### config.mk
export PLATFORM = sky130hd
export DESIGN_NAME = tuner_pll_pin_functions
export DESIGN_NICKNAME = d
export VERILOG_FILES = /design/src/pin_fn_pkg.sv /design/src/sysclk_div.sv /design/src/tuner_pll_pin_functions.sv
export VERILOG_INCLUDE_DIRS = /design/src /design/src/src
export SDC_FILE = /design/constraint.sdc
export NUM_CORES = 1
export LEC_CHECK = 0
export BUFFER_PORTS_ARGS = -buffer_cell sky130_fd_sc_hd__buf_2
export CAP_MARGIN = 20
export CORE_MARGIN = 1
export CORE_UTILIZATION = 46
export DETAILED_ROUTE_END_ITERATION = 12
export PLACE_DENSITY = 0.88
export SLEW_MARGIN = 20
export SYNTH_ARGS = -nofsm -noshare
export SYNTH_HDL_FRONTEND = slang
export SYNTH_HIERARCHICAL = 1
export SYNTH_SLANG_ARGS = --single-unit
### constraint.sdc
create_clock -name clk_i -period 1.7 [get_ports clk_i]
set_input_delay 0.255 -clock clk_i [delete_from_list [all_inputs] [get_ports clk_i]]
set_output_delay 0.255 -clock clk_i [all_outputs]
set_load 0.01 [all_outputs]
### src/pin_fn_map.svh
// offsets, field positions, reset values and timing counts of the pin block
`ifndef PIN_FN_MAP_SVH
`define PIN_FN_MAP_SVH
// register byte offsets
`define OFF_IN_REG1   4'h0
`define OFF_IN_REG2   4'h4
`define OFF_PIN_STAT  4'h8
`define OFF_GPIO_OUT  4'hC
// input register 1 fields
`define F_REF_LSB     0
`define F_OSC_LSB     4
// input register 2 fields
`define F_MEAS_LSB    0
`define F_CLKOUT      3
`define F_GPIO_DIR_LSB 4
`define F_OT_LSB      16
// reset values
`define RST_IN_REG1   32'h0000000F
`define RST_IN_REG2   32'h00000000
`define RST_GPIO_OUT  32'h00000000
// reference selection value meaning standby
`define REF_STANDBY   4'hF
// system clock output divider: half period in clk_i cycles
`define SYSCLK_HALF   4'h2
`endif

### src/pin_fn_pkg.sv
// types shared by the pin function block
package pin_fn_pkg;
   typedef enum logic [1:0] {XTAL_3M6, XTAL_4M5, XTAL_7M2, XTAL_10M8} xtal_sel_t;
   typedef struct packed {
      logic [3:0] ref_sel;
      xtal_sel_t xtal;
   } in_reg1_t;
   typedef struct packed {
      logic [3:0] ot_off;
      logic [4:0] gpio_dir;
      logic clk_out_en;
      logic [2:0] meas_sel;
   } in_reg2_t;
   typedef struct packed {
      logic [4:0] o;
      logic [4:0] oe;
   } gpio_drive_t;
endpackage : pin_fn_pkg

### src/sysclk_div.sv
// divider that makes the system clock driven out of the first io pin
`timescale 1ns/10ps
`default_nettype none
`include "pin_fn_map.svh"
module sysclk_div (
   // clock and reset
   input wire logic clk_i,
   input wire logic rst_i,
   // control
   input wire logic run_i,
   // divided clock
   output logic sysclk_o
);
   logic [3:0] cnt_q, cnt_d;
   logic clk_q, clk_d;

   always_comb begin
      cnt_d = cnt_q;
      clk_d = clk_q;
      if (!run_i) begin
         cnt_d = 4'h0;
         clk_d = 1'b0;
      end else if (cnt_q == `SYSCLK_HALF - 4'h1) begin
         cnt_d = 4'h0;
         clk_d = ~clk_q;
      end else begin
         cnt_d = cnt_q + 4'h1;
      end
   end

   always_ff @(posedge clk_i) begin
      if (rst_i) begin
         cnt_q <= 4'h0;
         clk_q <= 1'b0;
      end else begin
         cnt_q <= cnt_d;
         clk_q <= clk_d;
      end
   end

   assign sysclk_o = clk_q;
endmodule : sysclk_div
`default_nettype wire

### src/tuner_pll_pin_functions.sv
// pin function and power-on state logic of the tuning pll device
// Notes on behaviour
// - reference and internal clock come from a crystal of a selectable frequency.
// - the serial port sets divisor, mode, counter and io control; here a bus stands in.
// - four open-drain output ports only pull low and start released.
// - the five cmos io ports each are input or output and start as inputs.
// - the first io pin can be switched to drive the system clock out.
// - the two if io pins can become counter frequency inputs; both start as ports.
// - the pilot io pin can become the counter period input; it starts as a port.
// - both phase comparator pins carry the same tri-state phase error.
// - one bit of input register 2 selects port or system clock on the first pin.
// - in standby both phase comparator pins float.
//
// The address map and register access over Wishbone were decided locally.
`timescale 1ns/10ps
`default_nettype none
`include "pin_fn_map.svh"
module tuner_pll_pin_functions
   import pin_fn_pkg::*;
#(
   parameter int N_GPIO = 5,
   parameter int N_OT = 4
) (
   // clock and reset
   input wire logic clk_i,
   input wire logic rst_i,
   // wishbone slave
   input wire logic cyc_i,
   input wire logic stb_i,
   input wire logic we_i,
   input wire logic [3:0] adr_i,
   input wire logic [3:0] sel_i,
   input wire logic [31:0] dat_i,
   output logic [31:0] dat_o,
   output logic ack_o,
   // open-drain output ports
   output logic [N_OT-1:0] open_drain_out_port_o,
   output logic [N_OT-1:0] open_drain_out_port_oe_o,
   // cmos io ports, bit 0 first pin, 2 pilot, 3 and 4 the if pins
   input wire logic [N_GPIO-1:0] gpio_i,
   output logic [N_GPIO-1:0] gpio_o,
   output logic [N_GPIO-1:0] gpio_oe_o,
   // phase comparator
   input wire logic phase_up_i,
   input wire logic phase_dn_i,
   output logic phase_err_out_a_o,
   output logic phase_err_out_a_oe_o,
   output logic phase_err_out_b_o,
   output logic phase_err_out_b_oe_o,
   // to the counter and clock sections
   output logic gp_meas_if_a_o,
   output logic gp_meas_if_b_o,
   output logic gp_meas_pilot_o,
   output logic [1:0] xtal_sel_o,
   output logic [3:0] ref_sel_o,
   output logic standby_o
);
   in_reg1_t r1_q, r1_d;
   in_reg2_t r2_q, r2_d;
   logic [N_GPIO-1:0] gout_q, gout_d;
   logic ack_q, ack_d;
   logic [31:0] rdat_q, rdat_d;
   logic [31:0] wmask;
   logic [31:0] r1_w, r2_w, go_w;
   logic standby;
   logic sysclk;
   logic [N_GPIO-1:0] port_mode;
   gpio_drive_t gdrv;

   // byte lane mask from sel
   always_comb begin
      for (int b = 0; b < 4; b++) begin
         wmask[b*8 +: 8] = {8{sel_i[b]}};
      end
   end

   // register writes merged per byte lane
   always_comb begin
      r1_w = ({26'h0, r1_q} & ~wmask) | (dat_i & wmask);
      r2_w = ({19'h0, r2_q} & ~wmask) | (dat_i & wmask);
      go_w = ({{(32-N_GPIO){1'b0}}, gout_q} & ~wmask) | (dat_i & wmask);
   end

   always_comb begin
      r1_d = r1_q;
      r2_d = r2_q;
      gout_d = gout_q;
      ack_d = 1'b0;
      rdat_d = rdat_q;
      if (cyc_i && stb_i && !ack_q) begin
         ack_d = 1'b1;
         rdat_d = 32'h0;
         case (adr_i)
            `OFF_IN_REG1: begin
               if (we_i) begin
                  r1_d.ref_sel = r1_w[`F_REF_LSB +: 4];
                  r1_d.xtal = xtal_sel_t'(r1_w[`F_OSC_LSB +: 2]);
               end
               rdat_d = {26'h0, r1_q.xtal, r1_q.ref_sel};
            end
            `OFF_IN_REG2: begin
               if (we_i) begin
                  r2_d = in_reg2_t'(r2_w[12:0]);
               end
               rdat_d = {19'h0, r2_q};
            end
            `OFF_GPIO_OUT: begin
               if (we_i) begin
                  gout_d = go_w[N_GPIO-1:0];
               end
               rdat_d = {{(32-N_GPIO){1'b0}}, gout_q};
            end
            `OFF_PIN_STAT: begin
               rdat_d = {22'h0, standby, 4'h0, gpio_i};
            end
            default: begin
               rdat_d = 32'h0;
            end
         endcase
      end
   end

   // power-on: standby, 3.6 mhz crystal, ports input, open drains off
   always_ff @(posedge clk_i) begin
      if (rst_i) begin
         // fields placed by their register positions, not struct order
         r1_q.ref_sel <= 4'(`RST_IN_REG1 >> `F_REF_LSB);
         r1_q.xtal <= xtal_sel_t'(2'(`RST_IN_REG1 >> `F_OSC_LSB));
         r2_q <= in_reg2_t'(13'(`RST_IN_REG2));
         gout_q <= '0;
         ack_q <= 1'b0;
         rdat_q <= 32'h0;
      end else begin
         r1_q <= r1_d;
         r2_q <= r2_d;
         gout_q <= gout_d;
         ack_q <= ack_d;
         rdat_q <= rdat_d;
      end
   end

   assign ack_o = ack_q;
   assign dat_o = rdat_q;
   assign standby = (r1_q.ref_sel == `REF_STANDBY);
   assign standby_o = standby;
   assign ref_sel_o = r1_q.ref_sel;
   assign xtal_sel_o = r1_q.xtal;

   sysclk_div u_sysclk (
      .clk_i(clk_i),
      .rst_i(rst_i),
      .run_i(r2_q.clk_out_en),
      .sysclk_o(sysclk)
   );

   // a pin handed to a counter input no longer acts as a port
   always_comb begin
      port_mode = '1;
      port_mode[0] = ~r2_q.clk_out_en;
      port_mode[2] = ~r2_q.meas_sel[2];
      port_mode[3] = ~r2_q.meas_sel[0];
      port_mode[4] = ~r2_q.meas_sel[1];
   end

   generate
      for (genvar g = 0; g < N_GPIO; g++) begin : g_io
         always_comb begin
            gdrv.oe[g] = port_mode[g] & r2_q.gpio_dir[g];
            gdrv.o[g] = port_mode[g] & r2_q.gpio_dir[g] & gout_q[g];
         end
      end
      for (genvar k = 0; k < N_OT; k++) begin : g_ot
         // only ever pulls low, so data is held at zero
         assign open_drain_out_port_o[k] = 1'b0;
         assign open_drain_out_port_oe_o[k] = r2_q.ot_off[k];
      end
   endgenerate

   // clock out overrides the port drive on the first pin
   always_comb begin
      gpio_o = gdrv.o;
      gpio_oe_o = gdrv.oe;
      if (r2_q.clk_out_en) begin
         gpio_o[0] = sysclk;
         gpio_oe_o[0] = 1'b1;
      end
   end

   assign gp_meas_if_a_o = r2_q.meas_sel[0] & gpio_i[3];
   assign gp_meas_if_b_o = r2_q.meas_sel[1] & gpio_i[4];
   assign gp_meas_pilot_o = r2_q.meas_sel[2] & gpio_i[2];

   // both pins share one driver; level high on up, low on down
   always_comb begin
      phase_err_out_a_o = phase_up_i;
      phase_err_out_b_o = phase_up_i;
      phase_err_out_a_oe_o = ~standby & (phase_up_i ^ phase_dn_i);
      phase_err_out_b_oe_o = ~standby & (phase_up_i ^ phase_dn_i);
   end

   a_ack_one: assert property (@(posedge clk_i) disable iff (rst_i)
      ack_o |=> !ack_o) else $error("ack held two cycles");
   a_po_standby: assert property (@(posedge clk_i)
      !rst_i && $past(rst_i) |-> standby && gpio_oe_o == '0)
      else $error("not standby with inputs after reset");
   a_ot_release: assert property (@(posedge clk_i)
      !rst_i && $past(rst_i) |-> open_drain_out_port_oe_o == '0)
      else $error("open drain driving after reset");
   a_ot_low: assert property (@(posedge clk_i) disable iff (rst_i)
      open_drain_out_port_o == '0) else $error("open drain high");
   a_pd_same: assert property (@(posedge clk_i) disable iff (rst_i)
      phase_err_out_a_o == phase_err_out_b_o &&
      phase_err_out_a_oe_o == phase_err_out_b_oe_o)
      else $error("phase pins differ");
   a_pd_float: assert property (@(posedge clk_i) disable iff (rst_i)
      standby |-> !phase_err_out_a_oe_o && !phase_err_out_b_oe_o)
      else $error("phase pin driven in standby");
   a_clk_out: assert property (@(posedge clk_i) disable iff (rst_i)
      r2_q.clk_out_en && $past(r2_q.clk_out_en, 8) |->
      gpio_oe_o[0] && gpio_o[0] != $past(gpio_o[0], 2))
      else $error("first pin not toggling clock");
   a_meas_float: assert property (@(posedge clk_i) disable iff (rst_i)
      r2_q.meas_sel[0] |-> !gpio_oe_o[3])
      else $error("if pin driven while measuring");
   a_pilot_float: assert property (@(posedge clk_i) disable iff (rst_i)
      r2_q.meas_sel[2] |-> !gpio_oe_o[2] ##0 gp_meas_pilot_o == gpio_i[2])
      else $error("pilot pin not routed");
   a_sel_bit: assert property (@(posedge clk_i) disable iff (rst_i)
      ack_o && $past(we_i && adr_i == `OFF_IN_REG2 && sel_i[0]) |->
      r2_q.clk_out_en == $past(dat_i[`F_CLKOUT]))
      else $error("clock select bit not stored");
endmodule : tuner_pll_pin_functions
`default_nettype wire
== Word-level counts from Yosys, hierarchy flattened ==
Index checks and enable logic that the tools add are counted.
Storage, ports and cells
  flip-flop bits (word level): 62
  input bits: 52
  output and inout bits: 65
Cells by class
  add/subtract/negate cells: 1
  equal/unequal tests: 5
  multiplexer cells: 4
  bitwise gates (word level): 28
  reductions and logical operators: 9
Operator list (count)
  $pmux 13 s4: 1
  $and 13x13->13: 2
  $and 1x1->1: 13
  $not 13->13: 1
  $or 13x13->13: 1
  $eq 4x4->1 const B: 3
  $reduce_and 3->1: 3
  $and 6x6->6: 1
  $not 1->1: 6
  $or 6x6->6: 1
  $and 5x5->5: 1
  $or 5x5->5: 1
  $add 4x1->4 const B: 1
  $eq 4x1->1 const B: 1
  $eq 4x3->1 const B: 1
  $logic_not 4->1: 1
  $mux 1: 3
  $reduce_or 3->1: 1
  $logic_and 1x1->1: 2
  $reduce_or 2->1: 1
  $logic_not 1->1: 1
  $xor 1x1->1: 1

== Depth between registers and ports, before layout ==
  depth in word-level cells: 4
  mapped depth: 5
  depth with buffers taken out: 5

== Cells and area by module ==
Netlist, hierarchy kept.
By module, submodules not included
  tuner_pll_pin_functions: instances 1, cells an instance 242, area an instance 2158.3 µm², seq. area each 760.7 µm²
  sysclk_div: instances 1, cells an instance 22, area an instance 224.0 µm², seq. area each 100.1 µm²

== Worst setup path after synthesis ==
Ideal clock, no wire load.
  path kind: input port to flip-flop
  from: input adr_i[2]
  to: register with a tool-made name
  arrival time: 1.408 ns
  path slack: 0.220 ns
  cell stages on the path: 5
  cells stage by stage: buf_2 > nor4b_2 > and3_1 > buf_2 > mux2i_1
RTL lines
  start: declaration: line tuner_pll_pin_functions.sv:31  | input wire logic [3:0] adr_i,

== Final worst setup path ==
  from: register r1_q (netlist bit ref_sel_o[1])
  to: output phase_err_out_b_oe_o
On the way
  cells in the longest elaborated chain, start to end: 3
Ends and longest elaborated chain
  start: declaration: line tuner_pll_pin_functions.sv:58  | in_reg1_t r1_q, r1_d;
  start signal: assignment: line tuner_pll_pin_functions.sv:134  | r1_q <= r1_d;
  $eq 4x4->1 (no source line)
  $not 1->1: line tuner_pll_pin_functions.sv:198  | phase_err_out_b_oe_o = ~standby & (phase_up_i ^ phase_dn_i);
  $and 1x1->1: line tuner_pll_pin_functions.sv:198
  end: declaration: line tuner_pll_pin_functions.sv:49  | output logic phase_err_out_b_oe_o,
No other way between the ends.

==> reports/qor.csv <==
stage,metric,value,unit
global_routing,grt_usage,21.96,%
power_and_ir_drop,power.leakage,1.291,nW
finish,nNetsFinal,386,
sta,setup_violations,0,
yosys,synth_area_leaders,"dfxtp_1 (36%), mux2i_1 (13%), buf_4 (9.8%)",
yosys,synth_top_area_share,36.13,%
clock_network,clk_path_buf_depth,2,
setup_path,worstPathRequired,1.44,ns
yosys,yosys_warnings,6,
clock_network,clkSinkCount,43,
detailed_routing,wl_per_cell,14.22,um
setup_path,crit_chain,"and4_1, nor2_1, buf_2",
detailed_routing,postRouteAntennaNets,0,
setup_path,worstSetupEndpointType,primary output,
setup_path,cp_slowest_stage_delay,0.44,ns
finish,fill_cells,433,
setup_path,endpoint,phase_err_out_b_oe_o,
detailed_routing,drt_iter0_markers,78,
flow_run,maxCapViolations,0,
yosys,ys_seq_area_share,36.13,%
global_routing,grt_pass1_wl,9052,um
clock_network,clk_pin_slew,0.08,ns
min_path,hold_class,in2reg,
floorplanning,rows,25,
setup_path,cp-start-kind,flop,
detailed_routing,drt_pre_antenna_iters,4,
yosys,yosys.area.top_type,dfxtp_1,
clock_network,htreeDepth,2,
clock_network,post_cts_resized,0,
setup_path,r2r_setup_slack,0.22,ns
yosys,synth_edf_count,0,
sta,relSlewSlack,56.14,%
placed_design,portBuffers,72,
finish,instances_no_fill,399,
global_routing,overflow,0,
setup_path,cp_slowest_cell,dfxtp_1,
floorplanning,io-pin-count,117,
detailed_routing,drc,0,
setup_path,regToRegStartpoint,ack_o$_SDFF_PP0_,
setup_path,worst-path-buf-inv,1,
yosys,synth_most_common_cell,dfxtp_1,
clock_network,cts_tree,built,
sta,fin_skew,0.008094,ns
status,status,"complete, no violations",
placed_design,place_congestion,0.8674,
setup_path,worst-path-max-fanout,5,
yosys,syn_inst,264,
yosys,syn-cell-area,2382,um2
finish,syn_to_final_growth,17.28,%
finish,diodes,0,
detailed_routing,wl,5674,um
clock_network,numCtsBuffers,5,
sta,tns,0,ns
yosys,ys.flop_type,dfxtp_1,
finish,final_layout_size_suffix_gt1_share,29.52,%
yosys,ys_async_sr_fraction,0,%
sta,fmax,661.5,MHz
floorplanning,fp.dieH,73.97,um
sta,worstMarginPinSlew,0.6525,ns
floorplanning,initial_utilization,49.14,%
floorplanning,die_x,73.97,um
floorplanning,die_area,5471,um2
yosys,yosysUniqueCellTypes,45,
setup_path,critical_path_class,reg2out,
setup_path,crit_start,ref_sel_o[1]$_SDFFE_PP1P_,
floorplanning,core-area,4848,um2
clock_network,clock_latency,0.30,ns
global_routing,first_global_vias,1896,
yosys,synthTopCellsByCount,"dfxtp_1 (43), buf_4 (31), mux2i_1 (30), nand2b_1 (28), a21oi_1 (15)",
global_routing,grt_max_degree,36,
sta,timing.final.crit_share,88.92,%
power_and_ir_drop,ir_drop,524.2,uV
yosys,synth.avg_cell_area,9.024,um2
clock_network,ctsHoldBuffers,0,
global_routing,antenna_found_initial,0,
placed_design,dp.cells,392,
sta,drv_slew,0,
setup_path,cp.arrival,1.26,ns
detailed_routing,via_per_inst,5.198,
power_and_ir_drop,pwr_density_cell,675.5,nW/um2
sta,min_period,1.512,ns
sta,rsz0062_at_grt,no,
setup_path,ff2ff_path_depth,4,
detailed_routing,vias,2074,
yosys,ys_ff_latch,43,
sta,hold_viol_final,0,
clock_network,root_buffer,clkbuf_8,
setup_path,crit_cells,3,
placed_design,hpwlAfterDp,4466,um
clock_network,postCtsSetupBuffers,0,
setup_path,path_delay_family,flip-flops,
placed cells by master, fill, tap and decap left out, types with 4 or more instances in the layout:
cell type  count
nor2b_1        8
o31ai_1        5
a21oi_1       15
nor2_1        11
a22o_1         6
nand2b_1      28
and2_1         8
clkbuf_8       6
conb_1        23
nand4_1        5
mux2i_1       30
nand3_1        8
o22ai_1        5
buf_4         12
a211oi_1       4
nand2_1       10
buf_2         72
dfxtp_1       43
area by class of cell:
| cell class | count | area [um2] | share of cell area, % |
|---|---|---|---|
| tap | 67 | 83.83 | 3.000 |
| sequential | 43 | 860.8 | 30.81 |
| clock buffer | 6 | 82.58 | 2.956 |
| inverter | 2 | 7.507 | 0.2687 |
| multi-input combinational | 196 | 1304 | 46.66 |
| clock inverter | 1 | 5.005 | 0.1791 |
| timing repair buffer | 84 | 450.4 | 16.12 |
metrics by stage:
| step | worst slack, ns | utilization, % | power, mW | area, um2 | hold WS (ns) |
|---|---|---|---|---|---|
| final | 0.1883 | 57.63 | 1.887 | 2794 | 0.2097 |
| after global routing | 0.1159 | 57.63 | 1.967 | 2794 | 0.2199 |
| after CTS | 0.06415 | 57.50 | 1.898 | 2788 | 0.2049 |
| after detailed placement | 0.09987 | 55.69 | 1.248 | 2700 | 0.4477 |
| after global placement | 0.1274 | 55.69 | 1.241 | 2700 | 0.4390 |
| after floorplan | 0.2202 | - | 1.203 | 2465 | 0.4071 |
worst min-delay path, stage by stage:
cell and delay, ns:
buf_2 0.10, nand2b_1 0.06, mux2i_1 0.06
per-layer routing:
layer	global-route usage, %	up-vias	part of all wire (%)
met5	0	-	0
met4	6.624	0	1.4
met3	7.046	10	9.2
met2	37.78	95	49
met1	26.07	962	40
li1	-	1007	-
power breakdown:
part,switching (mW),internal (mW),total [mW]
Combinational,0.128,0.0878,0.216
Clock,0.340,0.319,0.659
Sequential,0.00321,1.01,1.01
Total,0.471,1.42,1.89
logic make-up after synthesis:
logic type                 share of synthesized area, %
and+or+nand+nor                                   25.21
DFF                                               36.13
adders and majority gates                         1.050
other                                            0.1574
xor gates and xnor gates                          1.103
AOI/OAI and AO/OA                                 10.87
muxes                                             12.61
buffers and inverters                             12.87
worst min-delay path by stage:
stage                                 from                      to  slack, ns  depth (start not counted)
global placement    dat_o[11]$_SDFFE_PP0P_  dat_o[11]$_SDFFE_PP0P_       0.44                          2
CTS                              dat_i[10]                    flop       0.20                          3
global route                     dat_i[12]                    flop       0.22                          3
floorplan                         dat_i[4]                    flop       0.41                          2
finish                           dat_i[10]                    flop       0.21                          3
detailed placement   dat_o[6]$_SDFFE_PP0P_   dat_o[6]$_SDFFE_PP0P_       0.45                          2
(Power assumes the default switching activity.)
